[src/inc/gtop_map.vh]
`ifndef GTOP_MAP_VH
`define GTOP_MAP_VH
`define GTOP_ADDR_CTRL 16'h003c
`define GTOP_RESET_CTRL 16'h0000
`define GTOP_WRITE_MASK 16'h8f0f
`define GTOP_BIT_TIMER_OUT_SELECT 15
`define GTOP_DIR_HI 11
`define GTOP_DIR_LO 8
`define GTOP_VAL_HI 3
`define GTOP_VAL_LO 0
`define GTOP_RESET_PERIOD 16'hffff
`endif

[src/rtl/gtop_timer.v]
`timescale 1ns/1ps
module gtop_timer (
    input wire i_clk,
    input wire i_reset_n,
    input wire i_tick,
    input wire i_load,
    input wire [15:0] i_period,
    output reg o_pulse
);
`include "gtop_map.vh"
    reg [15:0] count_ff;
    reg [15:0] period_ff;
    // ----------------------------------------
    // counter
    // ----------------------------------------
    always @(posedge i_clk or negedge i_reset_n) begin
        if (!i_reset_n) begin
            count_ff <= `GTOP_RESET_PERIOD;
            period_ff <= `GTOP_RESET_PERIOD;
            o_pulse <= 1'b0;
        end else begin
            o_pulse <= 1'b0;
            if (i_load) begin
                period_ff <= i_period;
                count_ff <= i_period;
            end else if (i_tick) begin
                if (count_ff == 16'h0000) begin
                    count_ff <= period_ff;
                end else begin
                    count_ff <= count_ff - 16'h0001;
                    // pulse on the step into zero, one cycle wide
                    o_pulse <= (count_ff == 16'h0001);
                end
            end
        end
    end
endmodule // gtop_timer

[src/rtl/gtop_port.v]
`timescale 1ns/1ps
module gtop_port (
    input wire i_clk,
    input wire i_reset_n,
    input wire i_wr,
    input wire i_rd,
    input wire [15:0] i_addr,
    input wire [15:0] i_wdata,
    output reg [15:0] o_rdata,
    input wire i_ext_interface_select,
    input wire i_cpu_clock_output,
    input wire i_timer_load,
    input wire [15:0] i_timer_period,
    input wire [3:0] i_pin,
    output wire [3:0] o_pin,
    output wire [3:0] o_pin_oe,
    output reg o_timer_pulse,
    output wire o_branch_input_condition
);
`include "gtop_map.vh"
    reg [15:0] ctrl_ff;
    reg [3:0] s1_ff;
    reg [3:0] s2_ff;
    reg [3:0] s3_ff;
    reg [3:0] pin_level_ff;
    reg clk_s1_ff;
    reg clk_s2_ff;
    reg clk_s3_ff;
    reg [15:0] nxt_rdata;
    wire timer_pulse;
    wire tick;
    wire [3:0] pin_direction;
    wire [3:0] pin_value;
    wire pin3_timer;
    // ----------------------------------------
    // control register
    // ----------------------------------------
    always @(posedge i_clk or negedge i_reset_n) begin
        if (!i_reset_n) begin
            ctrl_ff <= `GTOP_RESET_CTRL;
        end else if (i_wr && i_addr == `GTOP_ADDR_CTRL) begin
            ctrl_ff <= i_wdata & `GTOP_WRITE_MASK;
        end
    end
    assign pin_direction = ctrl_ff[`GTOP_DIR_HI:`GTOP_DIR_LO];
    assign pin_value = ctrl_ff[`GTOP_VAL_HI:`GTOP_VAL_LO];
    // ----------------------------------------
    // pin synchronisers, three stages
    // ----------------------------------------
    always @(posedge i_clk or negedge i_reset_n) begin
        if (!i_reset_n) begin
            s1_ff <= 4'h0;
            s2_ff <= 4'h0;
            s3_ff <= 4'h0;
            pin_level_ff <= 4'h0;
            clk_s1_ff <= 1'b0;
            clk_s2_ff <= 1'b0;
            clk_s3_ff <= 1'b0;
            o_timer_pulse <= 1'b0;
        end else begin
            s1_ff <= i_pin;
            s2_ff <= s1_ff;
            s3_ff <= s2_ff;
            // a bit changes only once two stages agree
            pin_level_ff <= (s2_ff & s3_ff) | (pin_level_ff & (s2_ff | s3_ff));
            clk_s1_ff <= i_cpu_clock_output;
            clk_s2_ff <= clk_s1_ff;
            clk_s3_ff <= clk_s2_ff;
            o_timer_pulse <= timer_pulse;
        end
    end
    // one decrement per rising edge of the output clock
    assign tick = clk_s2_ff & ~clk_s3_ff;
    gtop_timer u_timer (
        .i_clk(i_clk),
        .i_reset_n(i_reset_n),
        .i_tick(tick),
        .i_load(i_timer_load),
        .i_period(i_timer_period),
        .o_pulse(timer_pulse)
    );
    // ----------------------------------------
    // pin drive
    // ----------------------------------------
    // timer owns pin 3 only in host-port mode
    assign pin3_timer = ctrl_ff[`GTOP_BIT_TIMER_OUT_SELECT] & ~i_ext_interface_select;
    assign o_pin = {pin3_timer ? timer_pulse : pin_value[3], pin_value[2:0]};
    assign o_pin_oe = {pin3_timer | pin_direction[3], pin_direction[2:0]};
    assign o_branch_input_condition = pin_direction[2] ? 1'b0 : pin_level_ff[2];
    // ----------------------------------------
    // read back
    // ----------------------------------------
    always @* begin
        nxt_rdata = 16'h0000;
        if (i_rd && i_addr == `GTOP_ADDR_CTRL) begin
            nxt_rdata[15] = ctrl_ff[`GTOP_BIT_TIMER_OUT_SELECT];
            nxt_rdata[11:8] = pin_direction;
            nxt_rdata[3:0] = (pin_direction & pin_value) | (~pin_direction & pin_level_ff);
            if (ctrl_ff[`GTOP_BIT_TIMER_OUT_SELECT]) begin
                nxt_rdata[3] = pin3_timer ? o_timer_pulse : pin_level_ff[3];
            end
        end
    end
    always @(posedge i_clk or negedge i_reset_n) begin
        if (!i_reset_n) begin
            o_rdata <= 16'h0000;
        end else begin
            o_rdata <= nxt_rdata;
        end
    end
endmodule // gtop_port

[config.mk]
export PLATFORM = sky130hd
export DESIGN_NAME = gtop_port
export DESIGN_NICKNAME = d
export VERILOG_FILES = /design/src/rtl/gtop_timer.v /design/src/rtl/gtop_port.v
export VERILOG_INCLUDE_DIRS = /design/src /design/src/inc
export SDC_FILE = /design/constraint.sdc
export NUM_CORES = 1
export LEC_CHECK = 0
export BUFFER_PORTS_ARGS = -buffer_cell sky130_fd_sc_hd__clkbuf_2
export CAP_MARGIN = 20
export CORE_MARGIN = 8
export CORE_UTILIZATION = 51
export CTS_CLUSTER_DIAMETER = 40
export DETAILED_ROUTE_END_ITERATION = 7
export GPL_ROUTABILITY_DRIVEN = 1
export PLACE_DENSITY = 0.8
export SYNTH_ARGS = -nofsm -noshare
export SYNTH_HDL_FRONTEND = slang
export SYNTH_SLANG_ARGS = --single-unit
export TNS_END_PERCENT = 50
[constraint.sdc]
create_clock -name i_clk -period 2.38 [get_ports i_clk]
set_input_delay 0.238 -clock i_clk [delete_from_list [all_inputs] [get_ports i_clk]]
set_output_delay 0.238 -clock i_clk [all_outputs]
set_load 0.05 [all_outputs]
==> results of run 1 <==
-- state kept, by name, indices dropped and copies added (netlist names) --
signal             cells
clk_s2_ff              1
o_rdata                9
clk_s1_ff              1
clk_s3_ff              1
s3_ff                  4
pin_level_ff           4
u_timer.count_ff      16
s2_ff                  4
u_timer.period_ff     16
o_timer_pulse          1
ctrl_ff                9
u_timer.o_pulse        1
s1_ff                  4
-- worst min path at each step --
stage,start,to,slack (ns),depth (start not counted)
finish,i_cpu_clock_output,clk_s1_ff,0.01,1
floorplan,i_reset_n,clk_s1_ff,-0.06,0
CTS,i_pin[3],s1_ff[3],0.0004,1
global route,i_cpu_clock_output,clk_s1_ff,0.002,1
global placement,i_reset_n,s1_ff[2],0.29,1
detailed placement,i_reset_n,s1_ff[2],0.30,1
-- per-stage QoR --
stage / hold slack [ns] / total power [mW]
floorplan: -0.05759 / 1.622
global placement: 0.2904 / 1.725
detailed placement: 0.2997 / 1.740
CTS: 0.0003919 / 2.813
global route: 0.002339 / 2.922
finish: 0.01407 / 2.791
-- power groups by stage --
stage / logic (mW) / clock network (mW) / registers [mW]
after global routing: 0.367 / 1.14 / 1.41
after floorplan: 0.231 / 0 / 1.39
after global placement: 0.312 / 0 / 1.41
final: 0.329 / 1.06 / 1.40
after CTS: 0.329 / 1.08 / 1.40
after detailed placement: 0.321 / 0 / 1.42
-- logic make-up after synthesis --
family / after synthesis
AOI/OAI and AO/OA: 60
xor gates and xnor gates: 3
adders and majority gates: 7
buffers and inverters: 44
DFF: 71
muxes: 24
other: 1
and+or+nand+nor: 86
-- layer usage --
layer | up-vias | share of wire | GRT usage
met3 | 10 | 0.060 | 0.04623
met4 | 0 | 0.016 | 0.07110
li1 | 1198 | - | -
met2 | 82 | 0.50 | 0.2561
met1 | 1227 | 0.42 | 0.1821
met5 | - | 0 | 0
-- what timing repair did --
item | in CTS | in global routing
endpoints found under the hold margin | 30 | 1
gates resized for setup | 0 | 0
hold buffers | 4 | 1
-- layout make-up --
class                      instances  area share
inverter                          18     0.01679
tap                               77     0.02394
clock inverter                     5     0.02021
multi-input combinational        187      0.3370
sequential                        71      0.4514
clock buffer                      11     0.03513
timing repair buffer              82      0.1156
-- placed cells by master (no fill, tap or decap), drive strengths merged, types with 3 or more instances in the layout --
cell type	count
conb	7
maj3	4
nor4	9
dfstp	32
nor2b	4
mux2i	6
dfrtp	39
and3	7
xnor2	3
a32oi	3
nand4	3
o41ai	3
a22oi	4
clkbuf	80
a31oi	4
ha	3
o31ai	4
nor2	14
mux2	18
o21ai	13
or4	4
a21oi	9
nand3	4
o311ai	3
inv	18
o21a	3
nand3b	3
nor3	7
buf	8
nand2	19
dlygate4sd3	5
==> metrics.cfg, run 1 <==
[cells_and_area]
area_growth_pct = 19.02
final_area_sq_um = 4025
regArea_sq_um = 1817
finalNetCount = 431
n_fill_cell = 495
drive_above_1_share = 0.4118
final_cells = 451
diodes = 0
multi_input_area_sq_um = 1356
final_util = 0.6303

[clock_network]
cts_tree = done
htree_num_levels = 3
clkLatencyLatePin_ns = 0.34
cts_sinks = 71
numCtsBuffers = 9
cts_buffer_depth = 2
post_cts_buffers = 0
root_buffer = clkbuf_8
clkTransAtPathRegs_ns = 0.07

[power]
p_seq_frac = 0.502
power_frac_clock = 0.380
intPower_mw = 2.085
p_switching_mw = 0.7059
combPwrFrac = 0.118
p_per_area_nw_per_um2 = 693.3
irDropWorstVdd_uv = 508.5
p_sw_frac = 0.2530
power_leakage_nw = 1.840

[logic_synthesis]
synth-edff-count = 0
synth_top_family_by_area = simple AND/OR/NAND/NOR gates
synth-compound-area-share = 0.1217
synth_top_area_frac = 0.2886
syn_avg_cell_area_sq_um = 11.43
ys_ff_latch = 71
muxShareOfSynthArea = 0.07769
synth_common_cells = dfrtp_1, dfstp_2, nand2_1
synth-async-reset-ratio = 1.000
synth_simple_gate_area_frac = 0.1632
synth-seq-area-share = 0.5372
yosys.cell_count.top_type = dfrtp_1
syn_inst = 296
synth-main-ff-cell = dfrtp_1
synth_area_sq_um = 3382
yosysWarnings = 0
synth_cell_types = 58
yosys.area_share.xor_xnor = 0.007769
synthAdderAreaFrac = 0.02294
synthTopCellsByArea = dfrtp_1, dfstp_2, mux2_2, buf_4, nand2_1
yosys.area.top_type = dfrtp_1

[critical_path]
required_ns = 2.61
ff2ff_setup_slack_ns = 0.28
startpoint_type = flip-flop
cp_num_cells = 4
cp_top_family = simple AND/OR/NAND/NOR gates
max_stage_delay_ns = 0.52
rr_endpoint = u_timer.count_ff[0]
end_kind = flip-flop
setup.worst_path.start = u_timer.count_ff[13]
crit_chain = nor4_4 > nand3_1 > o311ai_0 > o311ai_0
path_class = flip-flop to flip-flop
endpoint = u_timer.count_ff[0]
crit_top_cell = o311ai_0
worstReg2RegStart = u_timer.count_ff[13]
worst-endpoint-arrival_ns = 2.33
path_buf_inv = 0
cp_slowest_cell = nor4_4
critPathMaxFanout = 8
r2r.worst_path.cells = 4

[routing]
first_pass_iters = 5
routed_via_density = 5.581
wl_per_cell_um = 16.35
drtIter0Drc = 181
drc_errors = 0
drt-total-wl_mm = 7.372
vias = 2517
ant_nets = 0

[global_route]
grt_pass1_vias = 2679
grt_max_degree = 44
grt_pass1_wl_mm = 12.29
antenna_found_initial = 0
gr-usage-all-layers = 0.1556
grt_overflow = 0

[placement]
place.port_buffers = 70
placed_cell_area_sq_um = 3752
place.gp.congestion = 0.8325
hpwl_mm = 5.250
dp_cells = 430
pre_cts_ws_ns = 0.3292

[timing]
setup_viol_count_final = 0
finalCritPeriodShare = 0.8805
setup_tns_ns = 0
tightest_slew_ns = 0.6461
rsz0062_at_grt = false
final.setup_skew_ns = 0.006157
maxSlewHeadroom = 0.5693
finalHoldViolations = 0
fin_ws_ns = 0.2845
period_needed_ns = 2.096
fmax_mhz = 477.2
drv_slew = 0

[die]
die_h_um = 97.44
fp-row-count = 29
start_util = 0.5296
dieArea_sq_um = 9494
coreArea_sq_um = 6386
io_pins = 85
fp.dieW_um = 97.44

[run_status]
outcome = completed

[flow_run]
drv_cap = 0

[hold_path]
hp-class = input port to flip-flop

Power figures use the tool's default switching activity.
==> inputs of run 2 (changes only) <==
--- a/config.mk
+++ b/config.mk
@@ -8,11 +8,13 @@
 export LEC_CHECK = 0
 export BUFFER_PORTS_ARGS = -buffer_cell sky130_fd_sc_hd__clkbuf_2
 export CAP_MARGIN = 20
+export CORE_ASPECT_RATIO = 2
 export CORE_MARGIN = 8
 export CORE_UTILIZATION = 51
 export CTS_CLUSTER_DIAMETER = 40
 export DETAILED_ROUTE_END_ITERATION = 7
 export GPL_ROUTABILITY_DRIVEN = 1
+export MAX_ROUTING_LAYER = met4
 export PLACE_DENSITY = 0.8
 export SYNTH_ARGS = -nofsm -noshare
 export SYNTH_HDL_FRONTEND = slang
==> run 2 against run 1 <==
- clock skew fell by 0.0017 ns
- cell count rose by 1.8%
- hold slack got worse by 0.0037 ns
- clock power rose by 23%
- die area rose by 1.7%
- first-iteration DRC count rose by 15%
- design area rose by 1.4%
- combinational power fell by 1%
- critical path depth did not move
- setup slack improved by 0.061 ns
- non-clock buffer count fell by 3
- wire length rose by 0.49%
- largest power group unchanged
- highest routed layer unchanged
==> metrics.cfg, run 2 (synthesis results as in run 1) <==
[critical_path]
path_class = flip-flop to flip-flop
required_ns = 2.60  ; about the same
critPathMaxFanout = 8  ; unchanged
startpoint_type = flip-flop
worst-endpoint-arrival_ns = 2.25  ; -0.08 ns
end_kind = flip-flop

[routing]
wl_per_cell_um = 16.14  ; -1.3%
routed_via_density = 5.508  ; -1.3%
ant_nets = 0  ; unchanged
drc_errors = 0  ; unchanged
vias = 2528  ; +0.44%
drt-total-wl_mm = 7.408  ; +0.49%
first_pass_iters = 4  ; -1
drtIter0Drc = 208  ; +15%

[global_route]
grt_max_degree = 72  ; +64%
grt_pass1_wl_mm = 12.48  ; +1.6%
gr-usage-all-layers = 0.1688  ; +0.01322
grt_pass1_vias = 2595  ; -3.1%
grt_overflow = 0  ; unchanged
antenna_found_initial = 0  ; unchanged

[power]
p_seq_frac = 0.463  ; -0.039
p_per_area_nw_per_um2 = 741.0  ; +6.9%
p_switching_mw = 0.7487  ; +6.1%
power_frac_clock = 0.429  ; +0.049
p_sw_frac = 0.2476  ; -0.005314
power_leakage_nw = 1.853  ; +0.68%
irDropWorstVdd_uv = 495.0  ; -2.7%
intPower_mw = 2.275  ; +9.1%
combPwrFrac = 0.108  ; -0.010

[cells_and_area]
final_area_sq_um = 4080  ; +1.4%
diodes = 0  ; unchanged
reg_top3 = u_timer.count_ff (16), u_timer.period_ff (16)
final_cell_mix = clkbuf_2, dfrtp_1, dfstp_2, nand2_1
finalNetCount = 428  ; -0.70%
final_common_cell = clkbuf_2
n_fill_cell = 575  ; +16%
final_util = 0.6262  ; -0.004138
drive_above_1_share = 0.4097  ; -0.002061
multi_input_area_sq_um = 1356  ; unchanged
regArea_sq_um = 1817  ; unchanged
area_growth_pct = 20.64

[timing]
drv_slew = 0  ; unchanged
hold_ws_ns = 0.01041  ; -0.003659 ns
final.setup_skew_ns = 0.004455  ; -0.001703 ns
maxSlewHeadroom = 0.5806  ; +0.01131
period_needed_ns = 2.034  ; -0.06119 ns
fin_ws_ns = 0.3457  ; +0.06119 ns
setup_viol_count_final = 0  ; unchanged
finalCritPeriodShare = 0.8548  ; -0.02571
tightest_slew_ns = 0.6239  ; -0.02216 ns
fmax_mhz = 491.6  ; +3.0%
finalHoldViolations = 0  ; unchanged
setup_tns_ns = 0  ; unchanged
rsz0062_at_grt = false

[clock_network]
ctsResizeCount = 0  ; unchanged
cts_tree = done
clkTransAtPathRegs_ns = 0.05  ; -0.02 ns
root_buffer = clkbuf_16
htree_num_levels = 3  ; unchanged
cts_sinks = 71  ; unchanged
cts_buffer_depth = 2  ; unchanged
cts_hold_repair.buffers = 3  ; -1
numCtsBuffers = 9  ; unchanged
clkLatencyLatePin_ns = 0.33  ; about the same
post_cts_buffers = 0  ; unchanged

[placement]
hpwl_mm = 5.369  ; +2.3%
place.port_buffers = 70  ; unchanged
placed_cell_area_sq_um = 3759  ; +0.17%
place.gp.congestion = 0.8682  ; +4.3%
pre_cts_ws_ns = 0.3677  ; +0.03857 ns

[run_status]
outcome = completed

[die]
coreArea_sq_um = 6516  ; +2.0%
die_h_um = 131.2  ; +35%
fp.dieW_um = 73.58  ; -24%
dieArea_sq_um = 9651  ; +1.7%
io_pins = 85  ; unchanged
start_util = 0.5190  ; -0.01058
fp-row-count = 42  ; +45%

[hold_path]
hp-class = input port to flip-flop

[flow_run]
drv_cap = 0  ; unchanged

## run 2: layer usage
layer,share of wire,GRT usage,vias to the layer above
met2,0.52,0.2561,79
met5,0,-,-
met4,0.016,0.06951,0
met3,0.066,0.05869,12
met1,0.39,0.1962,1242
li1,-,-,1195
## run 2: through the flow
step           power [mW]  std cells
2_1_floorplan       1.622        302
3_3_place_gp        1.722        440
3_5_place_dp        1.740        440
4_1_cts             3.047        459
5_1_grt             3.156        459
6_report            3.023        459
## run 2: cell type report
class | instances | area share
inverter | 18 | 0.01656
tap | 88 | 0.02699
multi-input combinational | 187 | 0.3324
timing repair buffer | 79 | 0.1073
clock buffer | 11 | 0.05704
sequential | 71 | 0.4453
clock inverter | 5 | 0.01441
## run 2: power by group through the flow
stage / Combinational (mW) / Clock [mW] / Sequential, mW
floorplan: 0.231 / 0 / 1.39
global placement: 0.309 / 0 / 1.41
detailed placement: 0.322 / 0 / 1.42
CTS: 0.328 / 1.32 / 1.40
global route: 0.360 / 1.38 / 1.41
finish: 0.325 / 1.30 / 1.40
## run 2: worst paths after layout
kind,start,end,slack (ns),cells after the start
min,i_pin[2],s1_ff[2],0.01,1
min in group asynchronous,i_reset_n,o_rdata[10],0.46,3
max,u_timer.count_ff[13],u_timer.count_ff[0],0.35,4
max reg2reg,u_timer.count_ff[13],u_timer.count_ff[0],0.35,4
min reg2reg,s1_ff[0],s2_ff[0],0.35,0
max in group asynchronous,i_reset_n,u_timer.count_ff[5],1.58,3
## run 2: critical path, stage by stage (launching register included)
cell and delay, ns:
dfstp_2 0.39, nor4_4 0.51, nand3_1 0.41, o311ai_0 0.40, o311ai_0 0.22
==> inputs of run 3 (changes only) <==
--- a/config.mk
+++ b/config.mk
@@ -16,6 +16,7 @@
 export GPL_ROUTABILITY_DRIVEN = 1
 export MAX_ROUTING_LAYER = met4
 export PLACE_DENSITY = 0.8
+export RECOVER_POWER = 100
 export SYNTH_ARGS = -nofsm -noshare
 export SYNTH_HDL_FRONTEND = slang
 export SYNTH_SLANG_ARGS = --single-unit
==> run 3 against run 2 <==
- the run now ends with capacitance limit, slew limit left
- total power down 0.34%
- global-route usage stayed put
- core utilization is 0.79 points lower
- hold slack got worse by 0.0023 ns
- cell count unchanged
- via count grew 0.12%
- clock power is essentially flat
- sequential share of layout area grew 0.57 points
- largest power group unchanged
- highest routed layer unchanged
==> metrics.cfg, run 3 (synthesis results as in run 1) <==
[clock_network]
cts_sinks = 71  ; unchanged
ctsResizeCount = 0  ; unchanged
cts_hold_repair.buffers = 3  ; unchanged
cts_tree = done
numCtsBuffers = 9  ; unchanged
htree_num_levels = 3  ; unchanged
clkTransAtPathRegs_ns = 0.05  ; about the same
post_cts_buffers = 0  ; unchanged
cts_buffer_depth = 2  ; unchanged
root_buffer = clkbuf_16
clkLatencyLatePin_ns = 0.33  ; about the same

[placement]
hpwl_mm = 5.369  ; unchanged
dp_cells = 440  ; unchanged
placed_cell_area_sq_um = 3759  ; unchanged
place.gp.congestion = 0.8682  ; unchanged
place.port_buffers = 70  ; unchanged
pre_cts_ws_ns = 0.3677  ; unchanged

[global_route]
gr-usage-all-layers = 0.1688  ; unchanged
grt_pass1_wl_mm = 12.48  ; unchanged
antenna_found_initial = 0  ; unchanged
grt_max_degree = 72  ; unchanged
grt_pass1_vias = 2595  ; unchanged
grt_overflow = 0  ; unchanged

[critical_path]
critPathMaxFanout = 8  ; unchanged
end_kind = flip-flop
r2r.worst_path.cells = 4  ; unchanged
rr_endpoint = u_timer.count_ff[7]
worstReg2RegStart = u_timer.count_ff[2]
worst-endpoint-arrival_ns = 2.37  ; +0.12 ns
ff2ff_setup_slack_ns = 0.25  ; -0.09 ns
path_class = flip-flop to flip-flop
startpoint_type = flip-flop
required_ns = 2.62  ; +0.02 ns

[cells_and_area]
finalNetCount = 428  ; unchanged
final_util = 0.6183  ; -0.007872
final_cell_mix = clkbuf_2, dfrtp_1, dfstp_2, clkbuf_1, nand2_1
reg_top3 = u_timer.count_ff (16), u_timer.period_ff (16)
final_common_cell = clkbuf_2
final_cells = 459  ; unchanged
drive_above_1_share = 0.3342  ; -0.07547
diodes = 0  ; unchanged
final_area_sq_um = 4029  ; -1.3%
area_growth_pct = 19.13

[run_status]
outcome = finished with violations
violations = capacitance limit, slew limit

[power]
irDropWorstVdd_uv = 494.9  ; about the same
p_per_area_nw_per_um2 = 747.9  ; +0.93%
power_leakage_nw = 1.771  ; -4.4%
power_mw = 3.013  ; -0.34%

[die]
fp.dieW_um = 73.58  ; unchanged
dieArea_sq_um = 9651  ; unchanged
start_util = 0.5190  ; unchanged
coreArea_sq_um = 6516  ; unchanged
die_h_um = 131.2  ; unchanged
io_pins = 85  ; unchanged
fp-row-count = 42  ; unchanged

[timing]
final.setup_skew_ns = 0.002508  ; -0.001946 ns
period_needed_ns = 2.125  ; +0.09104 ns
hold_ws_ns = 0.008137  ; -0.002272 ns
fmax_mhz = 470.5  ; -4.3%
fin_ws_ns = 0.2546  ; -0.09104 ns
setup_tns_ns = 0  ; unchanged
rsz0062_at_grt = false
tightest_slew_ns = 1.500  ; +0.8761 ns
setup_viol_count_final = 0  ; unchanged
drv_slew = 6  ; +6
finalCritPeriodShare = 0.8930  ; +0.03825
finalHoldViolations = 0  ; unchanged
maxSlewHeadroom = -0.00002820  ; -0.5806

[routing]
first_pass_iters = 4  ; unchanged
ant_nets = 0  ; unchanged
wl_per_cell_um = 16.16  ; +0.15%
routed_via_density = 5.514  ; +0.12%
drtIter0Drc = 174  ; -16%
drc_errors = 0  ; unchanged
vias = 2531  ; +0.12%
drt-total-wl_mm = 7.419  ; +0.15%

[flow_run]
drv_cap = 1  ; +1

[hold_path]
whs_path_depth = 1  ; unchanged
hp-start = i_pin[2]
hold_end = s1_ff[2]
hp-class = input port to flip-flop

## run 3: cell types whose count changed in the layout (fill, tap and decap cells not counted), moves of 4 or more
cell,before,now
dfstp_1,0,4
clkbuf_2,69,48
clkbuf_1,2,24
dfstp_2,32,28
## run 3: final cells by class
| class | count | area, sq um |
|---|---|---|
| fillers | 591 | 2487 |
| flip-flops and latches | 71 | 1817 |
| multi-input cells | 187 | 1350 |
| repair buffers | 79 | 392.9 |
| clock buffers | 11 | 232.7 |
| well taps | 88 | 110.1 |
| inverters | 18 | 67.56 |
| clock inverters | 5 | 58.81 |
## run 3: critical path, stage by stage (launching register included)
cell	delay, ns
dfstp_2	0.42
nor4_1	0.90
nand3_1	0.20
or3_1	0.34
a32oi_1	0.18
## run 3: worst max-delay path by stage
stage                             start  slack [ns]                    to  cells past startpoint
floorplan           u_timer.count_ff[0]        0.32   u_timer.count_ff[7]                      8
global placement    u_timer.count_ff[0]        0.44  u_timer.count_ff[14]                      6
detailed placement  u_timer.count_ff[0]        0.37  u_timer.count_ff[14]                      6
CTS                 u_timer.count_ff[0]        0.36  u_timer.count_ff[14]                      6
global route        u_timer.count_ff[2]        0.15   u_timer.count_ff[7]                      4
finish              u_timer.count_ff[2]        0.25   u_timer.count_ff[7]                      4
## run 3: where the power goes
group	internal, mW	switching (mW)	total (mW)
sequential	1.32	0.0751	1.40
combinational	0.135	0.186	0.321
clock	0.810	0.485	1.30
## run 3: layer usage
metal / up-vias / track usage / wire [um]
li1: 1192 / - / -
met1: 1262 / 0.1962 / 3072
met2: 63 / 0.2561 / 3811
met3: 14 / 0.05869 / 386
met4: 0 / 0.06951 / 148
met5: - / - / 0
